--- src/core/pisosr_params.svh ---
`ifndef PISOSR_PARAMS_SVH
`define PISOSR_PARAMS_SVH

`define PISOSR_WIDTH       8
`define PISOSR_FIFO_DEPTH  16
`define PISOSR_LAST_STAGE  7
`define PISOSR_ZERO8       8'h00

`endif

--- src/core/pisosr_fifo.sv ---
// the word fifo now sits in pisosr_top.sv beside its only user

--- src/core/pisosr_pkg.sv ---
`default_nettype none
package pisosr_pkg;
  typedef enum logic [1:0] {
    PISOSR_SHIFT,
    PISOSR_LOAD,
    PISOSR_CLEAR
  } pisosr_mode_t;
endpackage
`default_nettype wire

--- src/core/pisosr_top.sv ---
`timescale 1ns/1ps
`default_nettype none
`include "pisosr_params.svh"

// small register fifo for captured words
// count has one spare bit so that full and empty differ
module pisosr_fifo #(
  parameter int WIDTH = `PISOSR_WIDTH,
  parameter int DEPTH = `PISOSR_FIFO_DEPTH
) (
  // clock and reset
  input  wire logic             clock,
  input  wire logic             arst_n,
  // fill side
  input  wire logic             in_valid,
  output logic                  in_ready,
  input  wire logic [WIDTH-1:0] in_data,
  // drain side
  output logic                  out_valid,
  input  wire logic             out_ready,
  output logic      [WIDTH-1:0] out_data
);
  localparam int AW = $clog2(DEPTH);

  typedef struct packed {
    logic [DEPTH-1:0][WIDTH-1:0] mem;
    logic [AW-1:0]               wr;
    logic [AW-1:0]               rd;
    logic [AW:0]                 cnt;
  } pisosr_fifo_state_t;

  pisosr_fifo_state_t s_q;
  pisosr_fifo_state_t s_d;
  logic               push;
  logic               pop;

  // a full fifo refuses a push, it never overwrites the oldest word
  assign in_ready  = (s_q.cnt != (AW+1)'(DEPTH));
  assign out_valid = (s_q.cnt != '0);
  assign out_data  = s_q.mem[s_q.rd];

  always_comb
  begin
    s_d  = s_q;
    push = in_valid && in_ready;
    pop  = out_valid && out_ready;

    if (push)
    begin
      s_d.mem[s_q.wr] = in_data;
      s_d.wr          = (s_q.wr == AW'(DEPTH-1)) ? '0 : s_q.wr + 1'b1;
    end

    if (pop)
      s_d.rd = (s_q.rd == AW'(DEPTH-1)) ? '0 : s_q.rd + 1'b1;

    // push and pop together leave the count alone
    if (push && !pop)
      s_d.cnt = s_q.cnt + 1'b1;
    else if (pop && !push)
      s_d.cnt = s_q.cnt - 1'b1;
  end

  always_ff @(posedge clock or negedge arst_n)
  begin
    if (!arst_n)
      s_q <= '0;
    else
      s_q <= s_d;
  end
endmodule

// Operation
// - each storage clock rise captures all eight parallel inputs regardless of other controls.
// - an eight-bit storage register feeds an eight-stage shift register with one serial output.
// - the storage register acts only on the rising edge of its own clock; the shift register also follows load and clear levels.
// - load low with clear high copies storage into the shift register with no shift clock edge.
// - a storage clock rise during load passes the fresh parallel data into the shift register.
// - clear low with load high zeroes every shift stage at once, regardless of shift clock.
// - with load and clear high, each shift clock rise moves stage n-1 into n and serial in into 0.
// - load and clear override shift clock edges, so no shift happens while either is active.
module pisosr_top
  import pisosr_pkg::*;
#(
  parameter int WIDTH = `PISOSR_WIDTH,
  parameter int DEPTH = `PISOSR_FIFO_DEPTH
) (
  // system clock and reset
  input  wire logic             clock,
  input  wire logic             arst_n,
  // controller pins, sampled on clock
  input  wire logic             store_clk,
  input  wire logic             shift_clk,
  input  wire logic             load_from_store_n,
  input  wire logic             shift_clear_n,
  input  wire logic             serial_in,
  input  wire logic [WIDTH-1:0] par_in,
  // serial output
  output logic                  serial_out,
  // captured words, buffered
  output logic                  word_valid,
  input  wire logic             word_ready,
  output logic      [WIDTH-1:0] word_data,
  output logic                  word_dropped
);
  typedef struct packed {
    logic             store_clk_prev;
    logic             shift_clk_prev;
    logic [WIDTH-1:0] store;
    logic [WIDTH-1:0] stages;
    logic             ser;
    logic             dropped;
    logic             wvalid;
    logic [WIDTH-1:0] wdata;
    pisosr_mode_t     mode;
  } pisosr_state_t;

  pisosr_state_t    s_q;
  pisosr_state_t    s_d;
  logic             store_rise;
  logic             shift_rise;
  logic [WIDTH-1:0] store_next;
  logic             fifo_in_ready;
  logic             fifo_out_valid;
  logic [WIDTH-1:0] fifo_out_data;
  logic             drain;

  // captured words leave through the fifo; a capture while it is full shows as word_dropped
  pisosr_fifo #(
    .WIDTH (WIDTH),
    .DEPTH (DEPTH)
  ) u_fifo (
    .clock     (clock),
    .arst_n    (arst_n),
    .in_valid  (store_rise),
    .in_ready  (fifo_in_ready),
    .in_data   (par_in),
    .out_valid (fifo_out_valid),
    .out_ready (drain),
    .out_data  (fifo_out_data)
  );

  // output stage is a register; refill only when it is empty or taken
  assign drain = !s_q.wvalid || word_ready;

  always_comb
  begin
    s_d            = s_q;
    store_rise     = store_clk && !s_q.store_clk_prev;
    shift_rise     = shift_clk && !s_q.shift_clk_prev;
    store_next     = store_rise ? par_in : s_q.store;
    s_d.store_clk_prev = store_clk;
    s_d.shift_clk_prev = shift_clk;
    s_d.store      = store_next;
    // clear wins when both low; that state is illegal anyway
    if (!shift_clear_n)
      s_d.mode = PISOSR_CLEAR;
    else if (!load_from_store_n)
      s_d.mode = PISOSR_LOAD;
    else
      s_d.mode = PISOSR_SHIFT;

    // load and clear are levels, so they act on every clock, not on edges
    case (s_d.mode)
      PISOSR_CLEAR:
      begin
        s_d.stages = WIDTH'(`PISOSR_ZERO8);
      end
      PISOSR_LOAD:
      begin
        s_d.stages = store_next;
      end
      PISOSR_SHIFT:
      begin
        // a rise seen under load or clear is lost, not held over
        if (shift_rise)
          s_d.stages = {s_q.stages[WIDTH-2:0], serial_in};
      end
      default:
      begin
        s_d.stages = s_q.stages;
      end
    endcase

    s_d.ser     = s_d.stages[`PISOSR_LAST_STAGE];
    // a capture into a full fifo still updates storage, only the copy is lost
    s_d.dropped = store_rise && !fifo_in_ready;
    if (drain)
    begin
      s_d.wvalid = fifo_out_valid;
      s_d.wdata  = fifo_out_valid ? fifo_out_data : s_q.wdata;
    end
  end

  always_ff @(posedge clock or negedge arst_n)
  begin
    if (!arst_n)
      s_q <= '0;
    else
      s_q <= s_d;
  end

  // outputs are the registers themselves, no logic behind the flops
  assign serial_out   = s_q.ser;
  assign word_valid   = s_q.wvalid;
  assign word_data    = s_q.wdata;
  assign word_dropped = s_q.dropped;
endmodule
`default_nettype wire

--- config.mk ---
export PLATFORM = sky130hd
export DESIGN_NAME = pisosr_top
export DESIGN_NICKNAME = d
export VERILOG_FILES = /design/src/core/pisosr_fifo.sv /design/src/core/pisosr_pkg.sv /design/src/core/pisosr_top.sv
export VERILOG_INCLUDE_DIRS = /design/src /design/src/core
export SDC_FILE = /design/constraint.sdc
export NUM_CORES = 1
export LEC_CHECK = 0
export BUFFER_PORTS_ARGS = -buffer_cell sky130_fd_sc_hd__clkbuf_2
export CELL_PAD_IN_SITES_DETAIL_PLACEMENT = 0
export CELL_PAD_IN_SITES_GLOBAL_PLACEMENT = 1
export CORE_ASPECT_RATIO = 1.1
export CORE_MARGIN = 5
export CORE_UTILIZATION = 55
export DETAILED_ROUTE_END_ITERATION = 16
export PLACE_DENSITY_LB_ADDON = 0.1
export SETUP_SLACK_MARGIN = 0.15
export SYNTH_ARGS = -nofsm -noshare
export SYNTH_HDL_FRONTEND = slang
export SYNTH_HIERARCHICAL = 1
export SYNTH_SLANG_ARGS = --single-unit
--- constraint.sdc ---
create_clock -name clock -period 4.8 [get_ports clock]
set_clock_uncertainty 0.1 [all_clocks]
set_input_delay 0.48 -clock clock [delete_from_list [all_inputs] [get_ports clock]]
set_output_delay 0.48 -clock clock [all_outputs]
set_load 0.01 [all_outputs]
Word-level counts from Yosys, hierarchy flattened
Cells that the tools add are included.

word-level totals
  register bits = 169
  input port bits = 16
  output and inout bits = 11
  word-level logic and storage cells = 75

cells by class
  $add $sub $neg = 4
  order comparisons = 3
  eq/ne operators = 6
  mux-type cells = 14
  reduce and logical (&&, ||, !) cells = 21

operators with widths
  operator                                                            count
  bitwise mux 128 bit                                                 1
  binary-select mux 8 bit (select 4 bit)                              1
  demux 8 bit (select 4 bit)                                          1
  2-to-1 mux 8 bit                                                    4
  one-hot mux 8 bit (3 select lines)                                  1
  < comparator 4 x 5 -> 1 bit (second input constant)                 2
  2-to-1 mux 5 bit                                                    2
  adder 4 x 1 -> 4 bit (second input constant)                        2
  == test 4 bit (second input constant)                               2
  logical AND 1 bit                                                   8
  2-to-1 mux 4 bit                                                    2
  zero test 1 bit                                                     6
  adder 5 x 1 -> 5 bit (second input constant)                        1
  != test 5 bit (second input constant)                               1
  nonzero test 5 bit                                                  1
  subtractor 5 x 1 -> 5 bit (second input constant)                   1
  greater-or-equal comparator 4 x 1 -> 1 bit (second input constant)  1
  AND reduction 2 bit                                                 2
  nonzero test 3 bit                                                  1
  == test 2 x 1 -> 1 bit (second input constant)                      1
  == test 2 bit (second input constant)                               1
  zero test 2 bit                                                     1
  2-to-1 mux 2 bit                                                    1
  != test 2 bit (second input constant)                               1
  3 further kinds                                                     3

Longest topological paths before layout
  depth after elaboration = 7
  gate-level depth with buffers = 12
  mapped depth without buffers = 10

Hierarchy
Netlist, hierarchy kept.

by module, submodules not included
  module       times used  cells each  area each (um^2)
  pisosr_fifo  1           447         6791.5
  pisosr_top   1           81          1216.2

Least setup slack after synthesis
Ideal clock, no wire load.

  path kind = register to register
  from = reg u_fifo/s_q[0] in the netlist's numbering
  to = reg u_fifo/s_q[4] in the netlist's numbering
  data arrival time = 2524 ps
  path slack = 2096 ps
  stages on the path, launching flop included = 10
  path buffers = 0
  period minus slack after synthesis = 2704 ps
  cell sequence = dfrtp_1 -> or4_1 -> o21ai_2 -> ha_1 -> inv_1 -> fa_1 -> a21o_1 -> a21oi_1 -> mux2i_1 -> xnor2_1

on the way
  word-level cells in the longest chain between the ends = 5
  elaborated cells between the ends (all ways) = 13
  classes of those cells = 2 x add/sub; 1 x eq/ne; 2 x mux; 8 x reduce/logical

RTL lines
  what                                                               line              RTL
  start: declaration                                                 pisosr_top.sv:32  pisosr_fifo_state_t s_q;
  start signal: assignment                                           pisosr_top.sv:67  s_q <= '0;
  start signal: assignment                                           pisosr_top.sv:69  s_q <= s_d;
  branches (longest 5 deep; another with subtractor 5 x 1 -> 5 bit)  -

Several ways; the timed one is not identified. The select of a mux whose other input is x is not followed.
A chain may end at the register's enable or synchronous reset.

Worst setup path after layout
Same ends and word-level chain as after synthesis.

==> impl_metrics.py <==
metrics = {
    "sta": {
        "final-hold-violation-count": 0,
        "report.final.slew_viol_count": 0,
        "final.min_clock_period_ps": 2900,
        "timing_worst_slew_pin_value_ps": 1020,
        "grt_setup_unrepaired": "false",
        "slew-limit-headroom_pct": 32.0,
        "finalCritPeriodShare_pct": 60.5,
        "final.setup.tns_ps": 0,
        "timing.fmax_mhz": 344,
        "finalSetupViolations": 0,
    },
    "logic_synthesis": {
        "synth_top_area_cell": "sky130_fd_sc_hd__dfrtp_1",
        "seq_area_frac_synth_pct": 52.8,
        "synth_cells": 528,
        "synth_top_area_share_pct": 52.8,
        "syn-cell-area_um2": 8010,
        "synthDistinctLibCells": 42,
        "avgSynthCellArea_um2": 15.2,
        "async_flop_share_pct": 100,
        "synth_edf_count": 0,
        "net_count_after_synthesis": 554,
        "synth-main-ff-cell": "sky130_fd_sc_hd__dfrtp_1",
        "yosys_warnings": 6,
        "netlist_top_cells_area": "sky130_fd_sc_hd__dfrtp_1 (53%), sky130_fd_sc_hd__mux2_2 (19%), sky130_fd_sc_hd__mux4_2 (6.7%), sky130_fd_sc_hd__mux2i_1 (3.1%), sky130_fd_sc_hd__nand3_4 (2.6%)",
        "synthesized_flop_and_latch_total": 169,
    },
    "die": {
        "num_rows": 46,
        "core_area_um2": 14300,
        "die_h_um": 137,
        "dieWidth_um": 125,
        "starting_density_pct": 55.9,
        "design.portCount": 27,
        "die-area_um2": 17100,
    },
    "setup_path": {
        "critical_path.startpoint_type": "flop",
        "timing.critical_path.fanout_max": 5,
        "critPathKind": "flop to flop",
        "cp.arrival_ps": 3140,
        "timing.critical_path.required_ps": 5040,
        "end_kind": "flop",
    },
    "finish": {
        "layout-area-overhead-vs-synth_pct": 9.38,
        "design.final.nets": 565,
        "drive_above_1_share_pct": 45.7,
        "most-common-layout-cells": "sky130_fd_sc_hd__dfrtp_1 (167), sky130_fd_sc_hd__mux2_2 (138), sky130_fd_sc_hd__clkbuf_2 (25), sky130_fd_sc_hd__mux2i_1 (25), sky130_fd_sc_hd__mux4_2 (24)",
        "mostFrequentLayoutCell": "sky130_fd_sc_hd__dfrtp_1",
        "final_cells": 743,
        "antennaDiodeCount": 0,
    },
    "drt": {
        "detail_route.first_pass.iterations": 5,
        "maxUsedRoutingLayer": "met4",
        "detail_route.iter0.violations": 279,
        "met2WireLength_mm": 8.30,
        "routedLengthMet1_mm": 7.52,
        "viasPerCell": 6.00,
        "drt.antenna.violating_nets": 0,
        "drc": 0,
        "dr_wl_met3_um": 364,
        "finalWirelength_mm": 16.4,
        "dr_total_vias": 4460,
        "wire_per_inst_um": 22.1,
    },
    "cts": {
        "cts_hold_buffers": 0,
        "cts_resized": 0,
        "clockBufferDepth": 2,
        "tritoncts": "yes",
        "tritoncts_sinks": 169,
        "htreeDepth": 4,
        "worst_skew_pair.late_latency_ps": 420,
        "clock-root-buffer": "sky130_fd_sc_hd__clkbuf_16",
        "cts_made_buffers": 17,
        "clk_transition_reported_paths_ps": 60,
        "cts_setup_buffers": 0,
    },
    "placed_design": {
        "placement.io_buffers": 26,
        "dpl.hpwl_mm": 11.1,
        "routabilityCongestion": 0.784,
        "place.detailed.instances": 712,
    },
    "global_routing": {
        "antenna_found_initial": 0,
        "overflow_left_after_global_routing": 0,
        "grt_first_pass_wirelength_mm": 26.9,
        "grt_pass1_vias": 4805,
        "gr-usage-all-layers_pct": 20.7,
        "maximum_number_of_pins_on_one_net_before_global_route_repair": 103,
    },
    "min_path": {
        "worst_hold_path_type": "input port to asynchronous set/reset pin",
    },
    "power_and_ir_drop": {
        "cellLeakagePower_uw": 0.00399,
        "power_per_cell_area_nw_per_um2": 630,
        "maximum_resistive_drop_on_vdd_mv": 0.293,
    },
    "outcome": {
        "outcome": "complete, no violations",
    },
    "run": {
        "max_cap_viol_count": 0,
    },
}
per-stage QoR:
stage | utilization (%) | power (uW) | hold WS [ps] | worst slack (ps) | area [um^2]
after detailed placement | 57.2 | 4270 | 385 | 1760 | 8200
after floorplan | - | 3790 | 84.4 | 2100 | 8010
after global placement | 57.2 | 4160 | 382 | 1810 | 8200
final | 61.1 | 5520 | 65.1 | 1900 | 8760
after CTS | 61.1 | 5560 | 108 | 1880 | 8760
after global routing | 61.1 | 5830 | 109 | 1680 | 8760
cell usage after synthesis (2+ instances only):
master / instances
sky130_fd_sc_hd__buf_4: 9
sky130_fd_sc_hd__o21ai_0: 13
sky130_fd_sc_hd__mux2_4: 8
sky130_fd_sc_hd__nand2_1: 8
sky130_fd_sc_hd__clkbuf_1: 15
sky130_fd_sc_hd__o211ai_1: 2
sky130_fd_sc_hd__ha_1: 9
sky130_fd_sc_hd__a21o_1: 3
sky130_fd_sc_hd__nor2_1: 6
sky130_fd_sc_hd__dfrtp_1: 169
sky130_fd_sc_hd__a22oi_1: 8
sky130_fd_sc_hd__buf_1: 2
sky130_fd_sc_hd__a32oi_1: 8
sky130_fd_sc_hd__mux2_2: 138
sky130_fd_sc_hd__and2_1: 3
sky130_fd_sc_hd__a221o_1: 8
sky130_fd_sc_hd__mux4_2: 24
sky130_fd_sc_hd__and4b_1: 8
sky130_fd_sc_hd__nand2b_1: 3
sky130_fd_sc_hd__buf_6: 2
sky130_fd_sc_hd__xnor2_1: 5
sky130_fd_sc_hd__buf_2: 8
sky130_fd_sc_hd__inv_1: 6
sky130_fd_sc_hd__nor2b_1: 4
sky130_fd_sc_hd__mux2i_1: 25
sky130_fd_sc_hd__nand3_4: 12
sky130_fd_sc_hd__nand3_2: 4
sky130_fd_sc_hd__a21oi_1: 4
final timing paths:
kind	start	to	slack [ps]	depth (start not counted)
max	u_fifo/s_q[0]$_DFFE_PN0P_	u_fifo/s_q[4]$_DFFE_PN0P_	1900	9
min reg2reg	s_q[21]$_DFF_PN0_	s_q[21]$_DFF_PN0_	400	1
min in group clock	store_clk	s_q[30]$_DFF_PN0_	120	1
max in group asynchronous	arst_n	u_fifo/s_q[98]$_DFFE_PN0P_	3550	2
min	arst_n	word_data[6]$_DFFE_PN0P_	70	1
max reg2reg	u_fifo/s_q[0]$_DFFE_PN0P_	u_fifo/s_q[4]$_DFFE_PN0P_	1900	9
sequential cells by signal (all words and copies together) (netlist names):
register	flops
u_fifo/s_q	141
s_q	18
word_data	8
word_dropped	1
word_valid	1
report_power, final:
part	internal [uW]	switching, uW
Sequential	1970	441
Combinational	1000	819
Clock	740	543
Total	3710	1800
metal layers:
| layer | track usage (%) | up-vias |
|---|---|---|
| li1 | - | 2002 |
| met1 | 27.7 | 2385 |
| met2 | 35.0 | 61 |
| met3 | 3.71 | 12 |
| met4 | 6.14 | 0 |
| met5 | 0 | - |
area by class of cell:
class / instances / area, um^2
repair buffers: 30 / 166
inverters: 6 / 22.5
clock inverters: 10 / 95.1
fillers: 1108 / 5570
clock buffers: 21 / 460
well taps: 192 / 240
multi-input cells: 315 / 3540
flip-flops and latches: 169 / 4230
critical path: stages (launching register included):
cell and delay, ps:
sky130_fd_sc_hd__dfrtp_1 470, sky130_fd_sc_hd__or4_1 590, sky130_fd_sc_hd__o21ai_2 220, sky130_fd_sc_hd__ha_1 210, sky130_fd_sc_hd__inv_1 110, sky130_fd_sc_hd__fa_1 420, sky130_fd_sc_hd__a21o_1 180, sky130_fd_sc_hd__a21oi_1 170
sky130_fd_sc_hd__mux2i_1 240, sky130_fd_sc_hd__xnor2_1 140
kinds of logic (layout without fill, tap and decap cells):
logic type	count (synthesis)	after routing	share of synthesized area, %
simple gates	52	52	6.17
xor+xnor	6	6	0.656
fa+ha+maj	10	10	1.66
flops	169	169	52.8
compound gates	52	52	4.97
buf+inv	44	67	2.95
mux	195	195	30.8
No activity file was read; power rests on OpenSTA's default activity.
